===== config.mk =====
export PLATFORM = sky130hd
export DESIGN_NAME = ptl_regs
export DESIGN_NICKNAME = d
export VERILOG_FILES = /design/src/hdl/ptl_pkg.sv /design/src/hdl/ptl_sync3.sv /design/src/hdl/ptl_regs.sv
export SDC_FILE = /design/constraint.sdc
export NUM_CORES = 1
export LEC_CHECK = 0
export BUFFER_PORTS_ARGS = -buffer_cell sky130_fd_sc_hd__buf_2
export CORE_MARGIN = 2
export CORE_UTILIZATION = 51
export CTS_CLUSTER_DIAMETER = 40
export DETAILED_ROUTE_END_ITERATION = 6
export HOLD_SLACK_MARGIN = 0.06
export PLACE_DENSITY = 0.77
export SETUP_SLACK_MARGIN = 0.2
export SLEW_MARGIN = 30
export SYNTH_ARGS = -nofsm -noshare
export SYNTH_HDL_FRONTEND = slang
export SYNTH_SLANG_ARGS = --single-unit

===== constraint.sdc =====
create_clock -name mclk -period 2.2 [get_ports mclk]
set_input_delay 0.33 -clock mclk [delete_from_list [all_inputs] [get_ports mclk]]
set_output_delay 0.33 -clock mclk [all_outputs]
set_load 0.05 [all_outputs]

===== src/hdl/ptl_pkg.sv =====
// Constants and carrier types for the test, LED and miscellaneous register group
package ptl_pkg;

	// Register offsets on the management port
	localparam logic [7:0] ADDR_LED_DIRECT_CONTROL     = 8'h18;
	localparam logic [7:0] ADDR_SOFTWARE_RESET_CONTROL = 8'h1f;
	localparam logic [7:0] ADDR_FALSE_CARRIER_COUNTER  = 8'h42;
	localparam logic [7:0] ADDR_SELFTEST_BYTE_COUNT    = 8'h71;
	localparam logic [7:0] ADDR_SELFTEST_ERROR_COUNT   = 8'h72;
	localparam logic [7:0] ADDR_SELFTEST_PACKET_LENGTH = 8'h7b;
	localparam logic [7:0] ADDR_SELFTEST_PACKET_GAP    = 8'h7c;

	// Field positions
	localparam int BIT_ERR_LOCK       = 0;
	localparam int BIT_ERR_LOCK_CLEAR = 1;
	localparam int BIT_SW_RESET       = 15;
	localparam int BIT_LED_ENABLE     = 15;
	localparam int LSB_LED_PULSE      = 13;
	localparam int BIT_LED_FORCE_IRQ  = 12;
	localparam int LSB_LED_BLINK      = 8;
	localparam int LSB_LED_MODE       = 5;
	localparam int LSB_LED_POL        = 0;

	// Reset values
	localparam logic [15:0] RST_PACKET_LENGTH = 16'h05dc;
	localparam logic [15:0] RST_PACKET_GAP    = 16'h007d;
	localparam logic        RST_LED_ENABLE    = 1'b1;
	localparam logic [1:0]  RST_LED_PULSE     = 2'h2;
	localparam logic [1:0]  RST_LED_BLINK     = 2'h2;
	localparam logic [7:0]  RST_ERR_COUNT     = 8'h00;
	localparam logic [15:0] RST_BYTE_COUNT    = 16'h0000;
	localparam logic [7:0]  RST_FC_COUNT      = 8'h00;

	// Counter limits
	localparam logic [7:0]  MAX_ERR_COUNT  = 8'hff;
	localparam logic [15:0] MAX_BYTE_COUNT = 16'hffff;
	localparam logic [7:0]  MAX_FC_COUNT   = 8'hff;

	// Cycles after reset that load the straps; the synchroniser settles on the fourth, the fifth loads it
	localparam logic [2:0] STRAP_SETTLE = 3'h5;

	// LED pulse width codes
	typedef enum logic [1:0] {
		PTL_PULSE_50MS  = 2'h0,
		PTL_PULSE_100MS = 2'h1,
		PTL_PULSE_200MS = 2'h2,
		PTL_PULSE_500MS = 2'h3
	} ptl_pulse_t;

	// LED blink rate codes
	typedef enum logic [1:0] {
		PTL_BLINK_20HZ = 2'h0,
		PTL_BLINK_10HZ = 2'h1,
		PTL_BLINK_5HZ  = 2'h2,
		PTL_BLINK_2HZ  = 2'h3
	} ptl_blink_t;

	// LED mode codes
	typedef enum logic [1:0] {
		PTL_LED_MODE2 = 2'h0,
		PTL_LED_MODE1 = 2'h1,
		PTL_LED_MODE3 = 2'h2,
		PTL_LED_MODE_RSVD = 2'h3
	} ptl_led_mode_t;

	// LED configuration handed to the LED drive logic
	typedef struct packed {
		logic          enable;
		ptl_pulse_t    pulse;
		logic          force_irq;
		ptl_blink_t    blink;
		ptl_led_mode_t mode;
		logic [2:0]    pol;
	} ptl_led_cfg_t;

	// Strap pins sampled at reset
	typedef struct packed {
		logic [1:0] led_mode;
		logic [2:0] led_pol;
	} ptl_strap_t;

	// Management access strobes
	typedef struct packed {
		logic        wr;
		logic        rd;
		logic [7:0]  addr;
		logic [15:0] wdata;
	} ptl_mgmt_req_t;

endpackage


===== src/hdl/ptl_sync3.sv =====
// Three-stage synchroniser that passes a change once the last two stages agree
`timescale 1ns/1ns
`default_nettype none

module ptl_sync3 #(
	parameter int W = 1
) (
	// Clock and control
	input  wire logic         mclk,
	input  wire logic         rst_n,
	input  wire logic         ce,
	// Data
	input  wire logic [W-1:0] din,
	output var  logic [W-1:0] dout
);

	logic [W-1:0] s1;
	logic [W-1:0] s2;
	logic [W-1:0] s3;

	// First stage feeds only the second
	always_ff @(posedge mclk) begin
		if (!rst_n) begin
			s1 <= '0;
			s2 <= '0;
			s3 <= '0;
		end else if (ce) begin
			s1 <= din;
			s2 <= s1;
			s3 <= s2;
		end
	end

	// Per bit, accept a value only when stages two and three agree
	genvar i;
	generate
		for (i = 0; i < W; i++) begin : g_bit
			always_ff @(posedge mclk) begin
				if (!rst_n) begin
					dout[i] <= 1'b0;
				end else if (ce && (s2[i] == s3[i])) begin
					dout[i] <= s3[i];
				end
			end
		end
	endgenerate

endmodule

`default_nettype wire


===== src/hdl/ptl_regs.sv =====
// Self-test counters, packet settings, LED control, software reset and false-carrier counter
//
// Function
// Erroneous-byte count in low eight bits
// Single mode: error count stops at maximum
// Writing bit 0 locks self-test counters
// Writing bit 1 locks then clears counters
// Received-byte counter also locked by writes
// Continuous mode: wrap to zero, emit pulse
// Packet length register, resets to 1500
// Inter-packet gap register, resets to 125
// LED enable turns all LEDs on/off
// Pulse width selects 50-500 ms, default 200
// Blink rate selects 20-2 Hz, default 5
// Force bit asserts interrupt output unconditionally
// LED mode field, reset value from strap
// LED polarity bits, reset values from straps
// Software reset acts like hardware reset, self-clears
// Count error nibbles between idles at 100M
// Reading false-carrier counter returns and clears
// Reserved bits read zero, writes ignored
// False-carrier counter saturates at all ones
`timescale 1ns/1ns
`default_nettype none

module ptl_regs
	import ptl_pkg::*;
(
	// Clock, reset, enable
	input  wire logic          mclk,
	input  wire logic          rst_n,
	input  wire logic          ce,
	// Management register port
	input  wire ptl_mgmt_req_t mgmt_req,
	output var  logic [15:0]   mgmt_rdata,
	output var  logic          mgmt_rvalid,
	// Pattern checker events
	input  wire logic          chk_byte,
	input  wire logic          chk_err,
	input  wire logic          count_continuous,
	output var  logic          cnt_wrap,
	// Receive path events
	input  wire logic          speed_100,
	input  wire logic          bad_start_delimiter,
	// Straps (pins)
	input  wire ptl_strap_t    strap_on_reset,
	// Packet generator settings
	output var  logic [15:0]   pkt_length,
	output var  logic [15:0]   pkt_gap,
	// LED control
	input  wire logic [2:0]    led_ind,
	output var  ptl_led_cfg_t  led_cfg,
	output var  logic [2:0]    led_out,
	// Interrupt
	input  wire logic          irq_event,
	output var  logic          irq_out,
	// Device-wide software reset
	output var  logic          sw_reset
);

	logic         blk_rst;
	logic         wr_led;
	logic         wr_pdr;
	logic         wr_err;
	logic         rd_fc;
	logic         lock_req;
	logic         clear_req;
	ptl_strap_t   strap_sync;
	logic [2:0]   strap_cnt;
	logic [7:0]   err_run;
	logic [15:0]  byte_run;
	logic [7:0]   err_lock;
	logic [15:0]  byte_lock;
	logic [7:0]   fc_cnt;
	logic         err_max;
	logic         byte_max;
	logic [15:0]  next_rdata;

	// Software reset holds the block, except the strap synchroniser, in reset for one cycle
	assign blk_rst = !rst_n || sw_reset;

	assign wr_led    = mgmt_req.wr && (mgmt_req.addr == ADDR_LED_DIRECT_CONTROL);
	assign wr_pdr    = mgmt_req.wr && (mgmt_req.addr == ADDR_SOFTWARE_RESET_CONTROL);
	assign wr_err    = mgmt_req.wr && (mgmt_req.addr == ADDR_SELFTEST_ERROR_COUNT);
	assign rd_fc     = mgmt_req.rd && (mgmt_req.addr == ADDR_FALSE_CARRIER_COUNTER);
	assign lock_req  = wr_err && (mgmt_req.wdata[BIT_ERR_LOCK] || mgmt_req.wdata[BIT_ERR_LOCK_CLEAR]);
	assign clear_req = wr_err && mgmt_req.wdata[BIT_ERR_LOCK_CLEAR];
	assign err_max   = (err_run == MAX_ERR_COUNT);
	assign byte_max  = (byte_run == MAX_BYTE_COUNT);

	// Strap pins cross in from outside
	ptl_sync3 #(
		.W($bits(ptl_strap_t))
	) u_strap_sync (
		.mclk  (mclk),
		.rst_n (rst_n),
		.ce    (ce),
		.din   (strap_on_reset),
		.dout  (strap_sync)
	);

	// Settle window after reset during which straps load the LED fields
	always_ff @(posedge mclk) begin
		if (blk_rst) begin
			strap_cnt <= '0;
		end else if (ce && (strap_cnt != STRAP_SETTLE)) begin
			strap_cnt <= strap_cnt + 3'h1;
		end
	end

	// Software reset bit: set by write, clears itself the next cycle
	always_ff @(posedge mclk) begin
		if (blk_rst) begin
			sw_reset <= 1'b0;
		end else if (ce) begin
			sw_reset <= wr_pdr && mgmt_req.wdata[BIT_SW_RESET];
		end
	end

	// Running erroneous-byte counter
	always_ff @(posedge mclk) begin
		if (blk_rst) begin
			err_run <= RST_ERR_COUNT;
		end else if (ce) begin
			if (clear_req) begin
				err_run <= RST_ERR_COUNT;
			end else if (chk_err) begin
				if (!err_max) begin
					err_run <= err_run + 8'h01;
				end else if (count_continuous) begin
					err_run <= RST_ERR_COUNT;
				end
				// Single mode holds at the maximum
			end
		end
	end

	// Running received-byte counter
	always_ff @(posedge mclk) begin
		if (blk_rst) begin
			byte_run <= RST_BYTE_COUNT;
		end else if (ce) begin
			if (clear_req) begin
				byte_run <= RST_BYTE_COUNT;
			end else if (chk_byte) begin
				if (!byte_max) begin
					byte_run <= byte_run + 16'h0001;
				end else if (count_continuous) begin
					byte_run <= RST_BYTE_COUNT;
				end
			end
		end
	end

	// Locked copies that software reads
	always_ff @(posedge mclk) begin
		if (blk_rst) begin
			err_lock  <= RST_ERR_COUNT;
			byte_lock <= RST_BYTE_COUNT;
		end else if (ce && lock_req) begin
			err_lock  <= err_run;
			byte_lock <= byte_run;
		end
	end

	// One-cycle pulse when a counter wraps in continuous mode
	always_ff @(posedge mclk) begin
		if (blk_rst) begin
			cnt_wrap <= 1'b0;
		end else if (ce) begin
			cnt_wrap <= count_continuous && !clear_req && ((chk_err && err_max) || (chk_byte && byte_max));
		end
	end

	// Packet generator settings
	always_ff @(posedge mclk) begin
		if (blk_rst) begin
			pkt_length <= RST_PACKET_LENGTH;
			pkt_gap    <= RST_PACKET_GAP;
		end else if (ce && mgmt_req.wr) begin
			if (mgmt_req.addr == ADDR_SELFTEST_PACKET_LENGTH) begin
				pkt_length <= mgmt_req.wdata;
			end
			if (mgmt_req.addr == ADDR_SELFTEST_PACKET_GAP) begin
				pkt_gap <= mgmt_req.wdata;
			end
		end
	end

	// LED configuration fields
	always_ff @(posedge mclk) begin
		if (blk_rst) begin
			led_cfg.enable    <= RST_LED_ENABLE;
			led_cfg.pulse     <= ptl_pulse_t'(RST_LED_PULSE);
			led_cfg.force_irq <= 1'b0;
			led_cfg.blink     <= ptl_blink_t'(RST_LED_BLINK);
			led_cfg.mode      <= PTL_LED_MODE2;
			led_cfg.pol       <= '0;
		end else if (ce) begin
			if (wr_led) begin
				led_cfg.enable    <= mgmt_req.wdata[BIT_LED_ENABLE];
				led_cfg.pulse     <= ptl_pulse_t'(mgmt_req.wdata[LSB_LED_PULSE +: 2]);
				led_cfg.force_irq <= mgmt_req.wdata[BIT_LED_FORCE_IRQ];
				led_cfg.blink     <= ptl_blink_t'(mgmt_req.wdata[LSB_LED_BLINK +: 2]);
				led_cfg.mode      <= ptl_led_mode_t'(mgmt_req.wdata[LSB_LED_MODE +: 2]);
				led_cfg.pol       <= mgmt_req.wdata[LSB_LED_POL +: 3];
			end else if (strap_cnt != STRAP_SETTLE) begin
				// Straps define the power-up value of mode and polarities
				led_cfg.mode <= ptl_led_mode_t'(strap_sync.led_mode);
				led_cfg.pol  <= strap_sync.led_pol;
			end
		end
	end

	// LED pins: polarity applied per LED, disabled LEDs sit at their off level
	genvar g;
	generate
		for (g = 0; g < 3; g++) begin : g_led
			always_ff @(posedge mclk) begin
				if (blk_rst) begin
					led_out[g] <= 1'b0;
				end else if (ce) begin
					led_out[g] <= (led_cfg.enable && led_ind[g]) ~^ led_cfg.pol[g];
				end
			end
		end
	endgenerate

	// Interrupt output, forced on while the force bit is set
	always_ff @(posedge mclk) begin
		if (blk_rst) begin
			irq_out <= 1'b0;
		end else if (ce) begin
			irq_out <= led_cfg.force_irq || irq_event;
		end
	end

	// False-carrier counter; a nibble arriving during the clearing read is kept
	always_ff @(posedge mclk) begin
		if (blk_rst) begin
			fc_cnt <= RST_FC_COUNT;
		end else if (ce) begin
			if (rd_fc) begin
				fc_cnt <= (speed_100 && bad_start_delimiter) ? 8'h01 : RST_FC_COUNT;
			end else if (speed_100 && bad_start_delimiter && (fc_cnt != MAX_FC_COUNT)) begin
				fc_cnt <= fc_cnt + 8'h01;
			end
		end
	end

	// Read data selection; reserved and unmapped bits read zero
	always_comb begin
		next_rdata = 16'h0000;
		case (mgmt_req.addr)
			ADDR_LED_DIRECT_CONTROL: begin
				next_rdata[BIT_LED_ENABLE]         = led_cfg.enable;
				next_rdata[LSB_LED_PULSE +: 2]     = led_cfg.pulse;
				next_rdata[BIT_LED_FORCE_IRQ]      = led_cfg.force_irq;
				next_rdata[LSB_LED_BLINK +: 2]     = led_cfg.blink;
				next_rdata[LSB_LED_MODE +: 2]      = led_cfg.mode;
				next_rdata[LSB_LED_POL +: 3]       = led_cfg.pol;
			end
			ADDR_SOFTWARE_RESET_CONTROL: begin
				next_rdata[BIT_SW_RESET] = sw_reset;
			end
			ADDR_FALSE_CARRIER_COUNTER: begin
				next_rdata[7:0] = fc_cnt;
			end
			ADDR_SELFTEST_BYTE_COUNT: begin
				next_rdata = byte_lock;
			end
			ADDR_SELFTEST_ERROR_COUNT: begin
				next_rdata[7:0] = err_lock;
			end
			ADDR_SELFTEST_PACKET_LENGTH: begin
				next_rdata = pkt_length;
			end
			ADDR_SELFTEST_PACKET_GAP: begin
				next_rdata = pkt_gap;
			end
			default: begin
				next_rdata = 16'h0000;
			end
		endcase
	end

	// Read answer one cycle after the strobe
	always_ff @(posedge mclk) begin
		if (blk_rst) begin
			mgmt_rdata  <= 16'h0000;
			mgmt_rvalid <= 1'b0;
		end else if (ce) begin
			mgmt_rvalid <= mgmt_req.rd;
			if (mgmt_req.rd) begin
				mgmt_rdata <= next_rdata;
			end
		end
	end

endmodule

`default_nettype wire


==> load_flow_metrics.sql, run 1 <==
INSERT INTO impl_metrics (metric_group, metric, value, unit) VALUES
('timing', 'fin_hold_ws', '135.0', 'ps'),
('synthesis', 'synth.yosys.warnings', '0', ''),
('grt', 'gr-usage-all-layers', '28.46', '%'),
('outcome', 'run_status', 'finished clean', ''),
('floorplanning', 'fp.dieArea', '0.01365', 'mm2'),
('synthesis', 'synth.avg_cell_area', '8.325', 'um2'),
('timing', 'clock.fmax', '0.5247', 'GHz'),
('synthesis', 'synth_enable_flop_cells', '0', ''),
('final_layout', 'ff_latch_area', '0.002904', 'mm2'),
('placement', 'dp.final_hpwl', '13700', 'um'),
('synthesis', 'synth_area', '0.006494', 'mm2'),
('setup_path', 'setup.worst_path.start_class', 'register', ''),
('final_layout', 'post_layout_inst_area', '0.008318', 'mm2'),
('synthesis', 'async_reset_ff_share', '0', '%'),
('floorplanning', 'start_util', '51.88', '%'),
('pwr', 'p_per_area', '765.3', 'mW/mm2'),
('synthesis', 'synth-main-ff-cell', 'sky130_fd_sc_hd__dfxtp_1', ''),
('min_path', 'worst_hold_check_path_type', 'in2reg', ''),
('route', 'drt-vias-per-instance', '6.004', ''),
('synthesis', 'synth_largest_area_cell', 'sky130_fd_sc_hd__dfxtp_1', ''),
('clock_tree', 'htree_num_levels', '4', ''),
('placement', 'io_buffers', '108', ''),
('clock_tree', 'clockBufferDepth', '2', ''),
('synthesis', 'synth.distinct_cells', '65', ''),
('grt', 'grt_first_pass_wirelength', '30100', 'um'),
('route', 'detail_route.iter0.violations', '831', ''),
('final_layout', 'layout_common_cells', 'sky130_fd_sc_hd__nand2_1, sky130_fd_sc_hd__dfxtp_1, sky130_fd_sc_hd__buf_2, sky130_fd_sc_hd__a21oi_1, sky130_fd_sc_hd__buf_4', ''),
('final_layout', 'drive_above_1_share', '24.36', '%'),
('floorplanning', 'die_h', '116.8', 'um'),
('clock_tree', 'clk_pin_slew_worst_paths', '60', 'ps'),
('timing', 'final_min_period_over_clock_period', '86.63', '%'),
('synthesis', 'ys_seq_elements', '145', ''),
('timing', 'maxSlewViolCount', '0', ''),
('timing', 'timing.slew.headroom', '62.54', '%'),
('clock_tree', 'post_cts.repair.setup_buffers', '0', ''),
('final_layout', 'areaGrowthSynthToFinish', '28.09', '%'),
('synthesis', 'synthTopCellsByArea', 'sky130_fd_sc_hd__dfxtp_1, sky130_fd_sc_hd__nand2_1, sky130_fd_sc_hd__a21oi_1, sky130_fd_sc_hd__mux2i_1, sky130_fd_sc_hd__nand3_1', ''),
('route', 'detail_route.first_pass.iterations', '6', ''),
('clock_tree', 'cts_sink_count', '145', ''),
('timing', 'finalHoldViolations', '0', ''),
('grt', 'grt_max_degree', '36', ''),
('route', 'finalWirelength', '19320', 'um'),
('final_layout', 'layoutNonFillerInstCount', '1104', ''),
('pwr', 'relative_contribution_of_combinational_cells_to_total_power', '7.1', '%'),
('timing', 'period_needed', '1906', 'ps'),
('setup_path', 'crit_required', '2560', 'ps'),
('floorplanning', 'std_cell_rows', '41', ''),
('timing', 'timing_worst_slew_pin_value', '554.1', 'ps'),
('pwr', 'power.internal', '0.004904', 'W'),
('clock_tree', 'clock_latency', '430', 'ps'),
('route', 'drt_drc_violations_left', '0', ''),
('placement', 'routabilityCongestion', '0.9280', ''),
('placement', 'dpl-instance-area', '0.007651', 'mm2'),
('placement', 'dp_cells', '1072', ''),
('final_layout', 'layout_commonest_cell', 'sky130_fd_sc_hd__nand2_1', ''),
('pwr', 'power_frac_seq', '42.4', '%'),
('synthesis', 'synthesis.instances', '780', ''),
('job', 'timing.max_cap.violations', '0', ''),
('synthesis', 'proportion_of_synthesized_chip_area_in_sequential_cells', '44.70', '%'),
('clock_tree', 'cts_root_buf', 'sky130_fd_sc_hd__clkbuf_16', ''),
('clock_tree', 'numCtsBuffers', '17', ''),
('final_layout', 'finish.net_count', '967', ''),
('setup_path', 'critical_path.endpoint_type', 'register', ''),
('route', 'wl_per_cell', '17.50', 'um'),
('final_layout', 'multi_input_area', '0.003406', 'mm2'),
('pwr', 'max-vdd-ir-drop', '0.5245', 'mV'),
('route', 'drt.antenna.violating_nets', '0', ''),
('setup_path', 'timing.critical_path.fanout_max', '5', ''),
('setup_path', 'critical_path_class', 'reg2reg', ''),
('timing', 'worst_clock_skew', '5.668', 'ps'),
('final_layout', 'fillerInstances', '1027', '');
==> power by group through the flow <==
stage,logic [W],clock network (W),registers (W)
after detailed placement,0.000447,0,0.00276
after global routing,0.000488,0.00336,0.00270
final,0.000455,0.00321,0.00270
after floorplan,0.000181,0,0.00283
after global placement,0.000442,0,0.00276
after CTS,0.000451,0.00323,0.00270
==> synth_stat cells, types with 4 or more instances <==
cell,n
sky130_fd_sc_hd__a211oi_1,5
sky130_fd_sc_hd__a21boi_0,5
sky130_fd_sc_hd__a21o_1,4
sky130_fd_sc_hd__a21oi_1,80
sky130_fd_sc_hd__a221oi_1,10
sky130_fd_sc_hd__a222oi_1,10
sky130_fd_sc_hd__a22o_1,10
sky130_fd_sc_hd__a311oi_1,6
sky130_fd_sc_hd__a31oi_1,11
sky130_fd_sc_hd__a32o_1,4
sky130_fd_sc_hd__and2_1,6
sky130_fd_sc_hd__and3_1,13
sky130_fd_sc_hd__buf_1,4
sky130_fd_sc_hd__clkbuf_1,45
sky130_fd_sc_hd__dfxtp_1,145
sky130_fd_sc_hd__ha_1,5
sky130_fd_sc_hd__inv_1,4
sky130_fd_sc_hd__mux2i_1,24
sky130_fd_sc_hd__nand2_1,162
sky130_fd_sc_hd__nand3_1,40
sky130_fd_sc_hd__nand4_1,12
sky130_fd_sc_hd__nand4b_1,6
sky130_fd_sc_hd__nor2_1,31
sky130_fd_sc_hd__nor2b_1,19
sky130_fd_sc_hd__nor3_1,14
sky130_fd_sc_hd__nor4_1,5
sky130_fd_sc_hd__o21ai_0,31
sky130_fd_sc_hd__xor2_1,4
==> through the flow <==
| step | setup TNS (ps) | setup slack (ps) |
|---|---|---|
| 2_1_floorplan | 0 | 73.97 |
| 3_3_place_gp | -521.2 | -98.93 |
| 3_5_place_dp | -557.8 | -68.21 |
| 4_1_cts | 0 | 276.5 |
| 5_1_grt | 0 | 148.2 |
| 6_report | 0 | 294.1 |
==> path summary, 6_finish.rpt <==
check / depth (start not counted) / to / startpoint / slack [ps]
worst max-delay path: 6 / err_run[0] / err_run[0] / 290
worst min-delay path: 3 / pkt_length[4] / mgmt_req[4] / 140
worst max register to register: 6 / err_run[0] / err_run[0] / 290
worst min register to register: 2 / byte_lock[13] / byte_lock[13] / 450
==> critical path, cell delays in order (launching register included) <==
cell and delay, ps:
sky130_fd_sc_hd__dfxtp_1 350, sky130_fd_sc_hd__ha_1 240, sky130_fd_sc_hd__and3_2 250, sky130_fd_sc_hd__and3_1 210
sky130_fd_sc_hd__or2_2 310, sky130_fd_sc_hd__or3_1 350, sky130_fd_sc_hd__a21oi_1 130
==> final cells by class <==
| type | instances | area share [%] |
|---|---|---|
| Sequential cell | 145 | 34.91 |
| Clock buffer | 20 | 5.490 |
| Tap cell | 172 | 2.587 |
| Multi-Input combinational cell | 579 | 40.94 |
| Timing Repair Buffer | 171 | 13.39 |
| Inverter | 5 | 0.2256 |
| Clock inverter | 12 | 2.452 |
==> logic make-up (layout without fill, tap and decap cells) <==
kind of cell / Yosys count / in the layout / synth area share [%]
buffers and inverters: 56 / 208 / 3.372
muxes: 25 / 25 / 3.873
xor gates and xnor gates: 6 / 6 / 0.8092
and+or+nand+nor: 341 / 341 / 25.78
DFF: 145 / 145 / 44.70
adders and majority gates: 5 / 5 / 0.9634
AOI/OAI and AO/OA: 202 / 202 / 20.50
==> routing by layer <==
| layer | GRT usage (%) | share of wire, % | routed length, um | vias to the layer above |
|---|---|---|---|---|
| li1 | - | - | - | 3120 |
| met1 | 36.30 | 42 | 8194 | 3132 |
| met2 | 46.17 | 47 | 9112 | 321 |
| met3 | 5.149 | 6.8 | 1306 | 55 |
| met4 | 14.90 | 3.6 | 703 | 0 |
| met5 | 0 | 0 | 0 | - |
==> state kept, by name (all words and copies together) (netlist names), 3 cells and up <==
| signal | flops |
|---|---|
| pkt_length | 16 |
| err_run | 8 |
| pkt_gap | 16 |
| u_strap_sync.dout | 5 |
| strap_cnt | 3 |
| byte_run | 16 |
| u_strap_sync.s2 | 5 |
| led_cfg | 11 |
| byte_lock | 16 |
| u_strap_sync.s1 | 5 |
| err_lock | 8 |
| mgmt_rdata | 16 |
| u_strap_sync.s3 | 5 |
| led_out | 3 |
| fc_cnt | 8 |
==> timing repair <==
item                                    CTS  global route
endpoints found under the setup margin    0             6
hold buffers                              0             0
hold endpoints to repair                  0             0
resized for setup                         0             3
(Power assumes the default switching activity.)
==> run 2: changes to the inputs <==
--- a/config.mk
+++ b/config.mk
@@ -16,4 +16,5 @@
 export SLEW_MARGIN = 30
 export SYNTH_ARGS = -nofsm -noshare
 export SYNTH_HDL_FRONTEND = slang
+export SYNTH_HIERARCHICAL = 1
 export SYNTH_SLANG_ARGS = --single-unit
==> load_flow_metrics.sql, run 2 <==
INSERT INTO impl_metrics (metric_group, metric, value, unit) VALUES
('final_layout', 'areaGrowthSynthToFinish', '27.27', '%'),
('timing', 'period_needed', '1977', 'ps'),
('pwr', 'max-vdd-ir-drop', '0.5538', 'mV'),
('timing', 'final_min_period_over_clock_period', '89.84', '%'),
('synthesis', 'synth.distinct_cells', '65', ''),
('route', 'wl_per_cell', '17.73', 'um'),
('final_layout', 'layout_commonest_cell', 'sky130_fd_sc_hd__dfxtp_1', ''),
('setup_path', 'worst-endpoint-arrival', '2290', 'ps'),
('floorplanning', 'std_cell_rows', '41', ''),
('timing', 'setup-tns-final', '0', 'ps'),
('grt', 'grt_antenna_before_repair', '0', ''),
('final_layout', 'finish.net_count', '966', ''),
('route', 'detail_route.iter0.violations', '713', ''),
('setup_path', 'worst-r2r-cell-count', '7', ''),
('route', 'drt_drc_violations_left', '2', ''),
('synthesis', 'synthTopCellsByArea', 'sky130_fd_sc_hd__dfxtp_1, sky130_fd_sc_hd__mux2i_1, sky130_fd_sc_hd__nand2_1, sky130_fd_sc_hd__nor2_1, sky130_fd_sc_hd__a21oi_1', ''),
('timing', 'unrepaired_setup_endpoints_after_global_routing', 'true', ''),
('pwr', 'switching_share_of_power', '24.08', '%'),
('placement', 'dpl_worst_slack', '-124.9', 'ps'),
('clock_tree', 'cts.hold.buffers_added', '0', ''),
('route', 'vias', '6649', ''),
('setup_path', 'worstSetupPathDepth', '7', ''),
('setup_path', 'setup.worst_path.start_class', 'register', ''),
('synthesis', 'async_reset_ff_share', '0', '%'),
('floorplanning', 'start_util', '52.29', '%'),
('grt', 'grt_max_degree', '42', ''),
('synthesis', 'synth.top_cell.area_share', '43.99', '%'),
('grt', 'top_usage_layer_grt', 'met2', ''),
('min_path', 'hold-path-cell-count', '3', ''),
('synthesis', 'synth_area', '0.006599', 'mm2'),
('synthesis', 'ys_seq_elements', '145', ''),
('setup_path', 'max_stage_delay', '520', 'ps'),
('grt', 'globalRouteMet2Util', '43.57', '%'),
('grt', 'grt_first_pass_wirelength', '31110', 'um'),
('setup_path', 'critical-path-top-delay-family', 'simple AND/OR/NAND/NOR gates', ''),
('grt', 'gr-usage-all-layers', '27.94', '%'),
('synthesis', 'proportion_of_synthesized_chip_area_in_sequential_cells', '43.99', '%'),
('synthesis', 'yosys-top-cells-count', 'sky130_fd_sc_hd__dfxtp_1, sky130_fd_sc_hd__nand2_1, sky130_fd_sc_hd__nor2_1', ''),
('pwr', 'clock_power_share', '48.5', '%'),
('pwr', 'power.internal', '0.004632', 'W'),
('timing', 'worst_clock_skew', '7.358', 'ps'),
('pwr', 'power_frac_seq', '44.2', '%'),
('timing', 'timing.slew.headroom', '48.54', '%'),
('timing', 'maxSlewViolCount', '0', ''),
('floorplanning', 'die_width', '117.8', 'um'),
('setup_path', 'cp_cell_sequence', 'nand4_1 > buf_4 > or4_4 > o21ai_4 > buf_6 > nor2_1 > o221a_2', ''),
('pwr', 'leakage', '3.337', 'nW'),
('final_layout', 'count_of_inserted_antenna_diode_cells', '0', ''),
('grt', 'first_global_vias', '6186', ''),
('placement', 'dp.final_hpwl', '13670', 'um'),
('pwr', 'relative_contribution_of_combinational_cells_to_total_power', '7.2', '%'),
('grt', 'grt_overflow', '0', ''),
('outcome', 'run_status', 'finished, violations left', ''),
('pwr', 'p_per_area', '726.5', 'mW/mm2'),
('route', 'detail_route.first_pass.iterations', '7', ''),
('clock_tree', 'cts_root_buf', 'sky130_fd_sc_hd__clkbuf_16', ''),
('timing', 'finalHoldViolations', '0', ''),
('route', 'finalWirelength', '19540', 'um'),
('floorplanning', 'fp.dieArea', '0.01387', 'mm2'),
('grt', 'grt_use_met3', '8.188', '%'),
('grt', 'gr-usage-met1', '35.36', '%'),
('setup_path', 'timing.critical_path.fanout_max', '5', ''),
('synthesis', 'synthesis.nets', '814', ''),
('timing', 'timing_worst_slew_pin_value', '769.1', 'ps'),
('synthesis', 'synth-main-ff-cell', 'sky130_fd_sc_hd__dfxtp_1', ''),
('clock_tree', 'clk_pin_slew_worst_paths', '60', 'ps'),
('route', 'drt-vias-per-instance', '6.034', ''),
('pwr', 'total_power', '0.006101', 'W'),
('clock_tree', 'clock_latency', '420', 'ps'),
('placement', 'routabilityCongestion', '0.9579', ''),
('min_path', 'worst_hold_check_path_type', 'in2reg', ''),
('route', 'drt.antenna.violating_nets', '0', ''),
('job', 'timing.max_cap.violations', '0', ''),
('synthesis', 'synth.yosys.warnings', '6', ''),
('clock_tree', 'numCtsBuffers', '17', ''),
('setup_path', 'worstPathBufferInverterCount', '2', ''),
('clock_tree', 'clock_tree_from_tritoncts', 'done', ''),
('clock_tree', 'htree_num_levels', '4', ''),
('synthesis', 'synth_enable_flop_cells', '0', ''),
('synthesis', 'synth_largest_area_cell', 'sky130_fd_sc_hd__dfxtp_1', ''),
('clock_tree', 'cts_sink_count', '145', ''),
('outcome', 'violations', 'design-rule violations', ''),
('timing', 'clock.fmax', '0.5059', 'GHz'),
('clock_tree', 'clockBufferDepth', '2', ''),
('setup_path', 'critical_path.endpoint_type', 'register', ''),
('timing', 'postLayoutSetupSlackWorst', '223.5', 'ps'),
('setup_path', 'cp_slowest_cell', 'sky130_fd_sc_hd__or4_4', ''),
('final_layout', 'layout_common_cells', 'sky130_fd_sc_hd__dfxtp_1, sky130_fd_sc_hd__nand2_1, sky130_fd_sc_hd__buf_2, sky130_fd_sc_hd__nor2_1, sky130_fd_sc_hd__buf_4', ''),
('placement', 'io_buffers', '108', ''),
('pwr', 'net-switching-power', '0.001469', 'W'),
('floorplanning', 'boundaryPins', '109', ''),
('final_layout', 'drive_above_1_share', '26.67', '%'),
('floorplanning', 'core_region_area', '0.01262', 'mm2'),
('setup_path', 'crit_required', '2510', 'ps'),
('setup_path', 'critical_path_class', 'reg2reg', ''),
('final_layout', 'postLayoutCoreUtil', '66.55', '%'),
('timing', 'setup_viol', '0', ''),
('synthesis', 'synth.avg_cell_area', '8.615', 'um2'),
('synthesis', 'synthMostInstantiatedCell', 'sky130_fd_sc_hd__dfxtp_1', ''),
('synthesis', 'synthesis.instances', '766', ''),
('floorplanning', 'die_h', '117.8', 'um');
==> run 2: cell types whose count changed after synthesis, sizes merged, moves of 8 or more <==
cell	previous run	this run
nor2	31	89
nand2	162	115
mux2i	24	57
a21oi	80	55
clkbuf	45	31
nor2b	19	8
a221oi	10	2
==> run 2: stage by stage <==
stage	cells	instance area [um2]	hold WS (ps)
final	1102	8398	130.6
after floorplan	766	6616	451.1
after CTS	1097	8304	116.3
after global routing	1102	8398	125.9
after detailed placement	1061	7657	454.6
after global placement	1061	7657	448.2
==> run 2: worst min-delay path, cell delays in order <==
cell and delay (ps):
sky130_fd_sc_hd__buf_2 90, sky130_fd_sc_hd__nand2_1 40, sky130_fd_sc_hd__nand3_1 60
==> run 2: final timing paths <==
check                   to        start  slack [ps]
max reg2reg    byte_run[6]  byte_run[5]         220
max            byte_run[6]  byte_run[5]         220
min reg2reg       cnt_wrap     cnt_wrap         470
min          pkt_length[4]  mgmt_req[4]         130
==> run 2: power by group through the flow <==
stage	clock network [W]	logic [W]	registers (W)
final	0.00296	0.000442	0.00270
after global routing	0.00310	0.000474	0.00270
after CTS	0.00299	0.000429	0.00270
after detailed placement	0	0.000423	0.00276
after global placement	0	0.000418	0.00276
after floorplan	0	0.000189	0.00282
==> run 2: metal layers <==
layer  vias to the layer above  share of wire, %
met4                         0               4.2
li1                       3094                 -
met3                        61               8.5
met5                         -                 0
met1                      3170                42
met2                       324                45
==> run 2: cell families (layout without fill, tap and decap cells) <==
| group | after synthesis | after routing | synth area share, % |
|---|---|---|---|
| buffers and inverters | 55 | 219 | 3.830 |
| flip-flops | 145 | 145 | 43.99 |
| AO/OA/AOI/OAI | 163 | 163 | 17.41 |
| multiplexers | 57 | 57 | 8.646 |
| XOR/XNOR | 4 | 4 | 0.5310 |
| adder cells (fa/ha/maj) | 5 | 5 | 0.9480 |
| AND/OR/NAND/NOR | 337 | 337 | 24.65 |
==> run 2: repair_timing <==
action | in CTS | in global routing
buffers inserted | 5 | 4
pin swaps | 2 | 3
cloned | 0 | 1
resized for setup | 3 | 17
endpoints found under the setup margin | 8 | 18
==> run 2: final cells by class <==
type / instances / area [um2]
fillers: 1051 / 4222
multi-input cells: 566 / 3532
flip-flops and latches: 145 / 2913
repair buffers: 176 / 1090
clock buffers: 20 / 446.7
well taps: 172 / 215.2
clock inverters: 11 / 156.4
inverters: 12 / 45.04
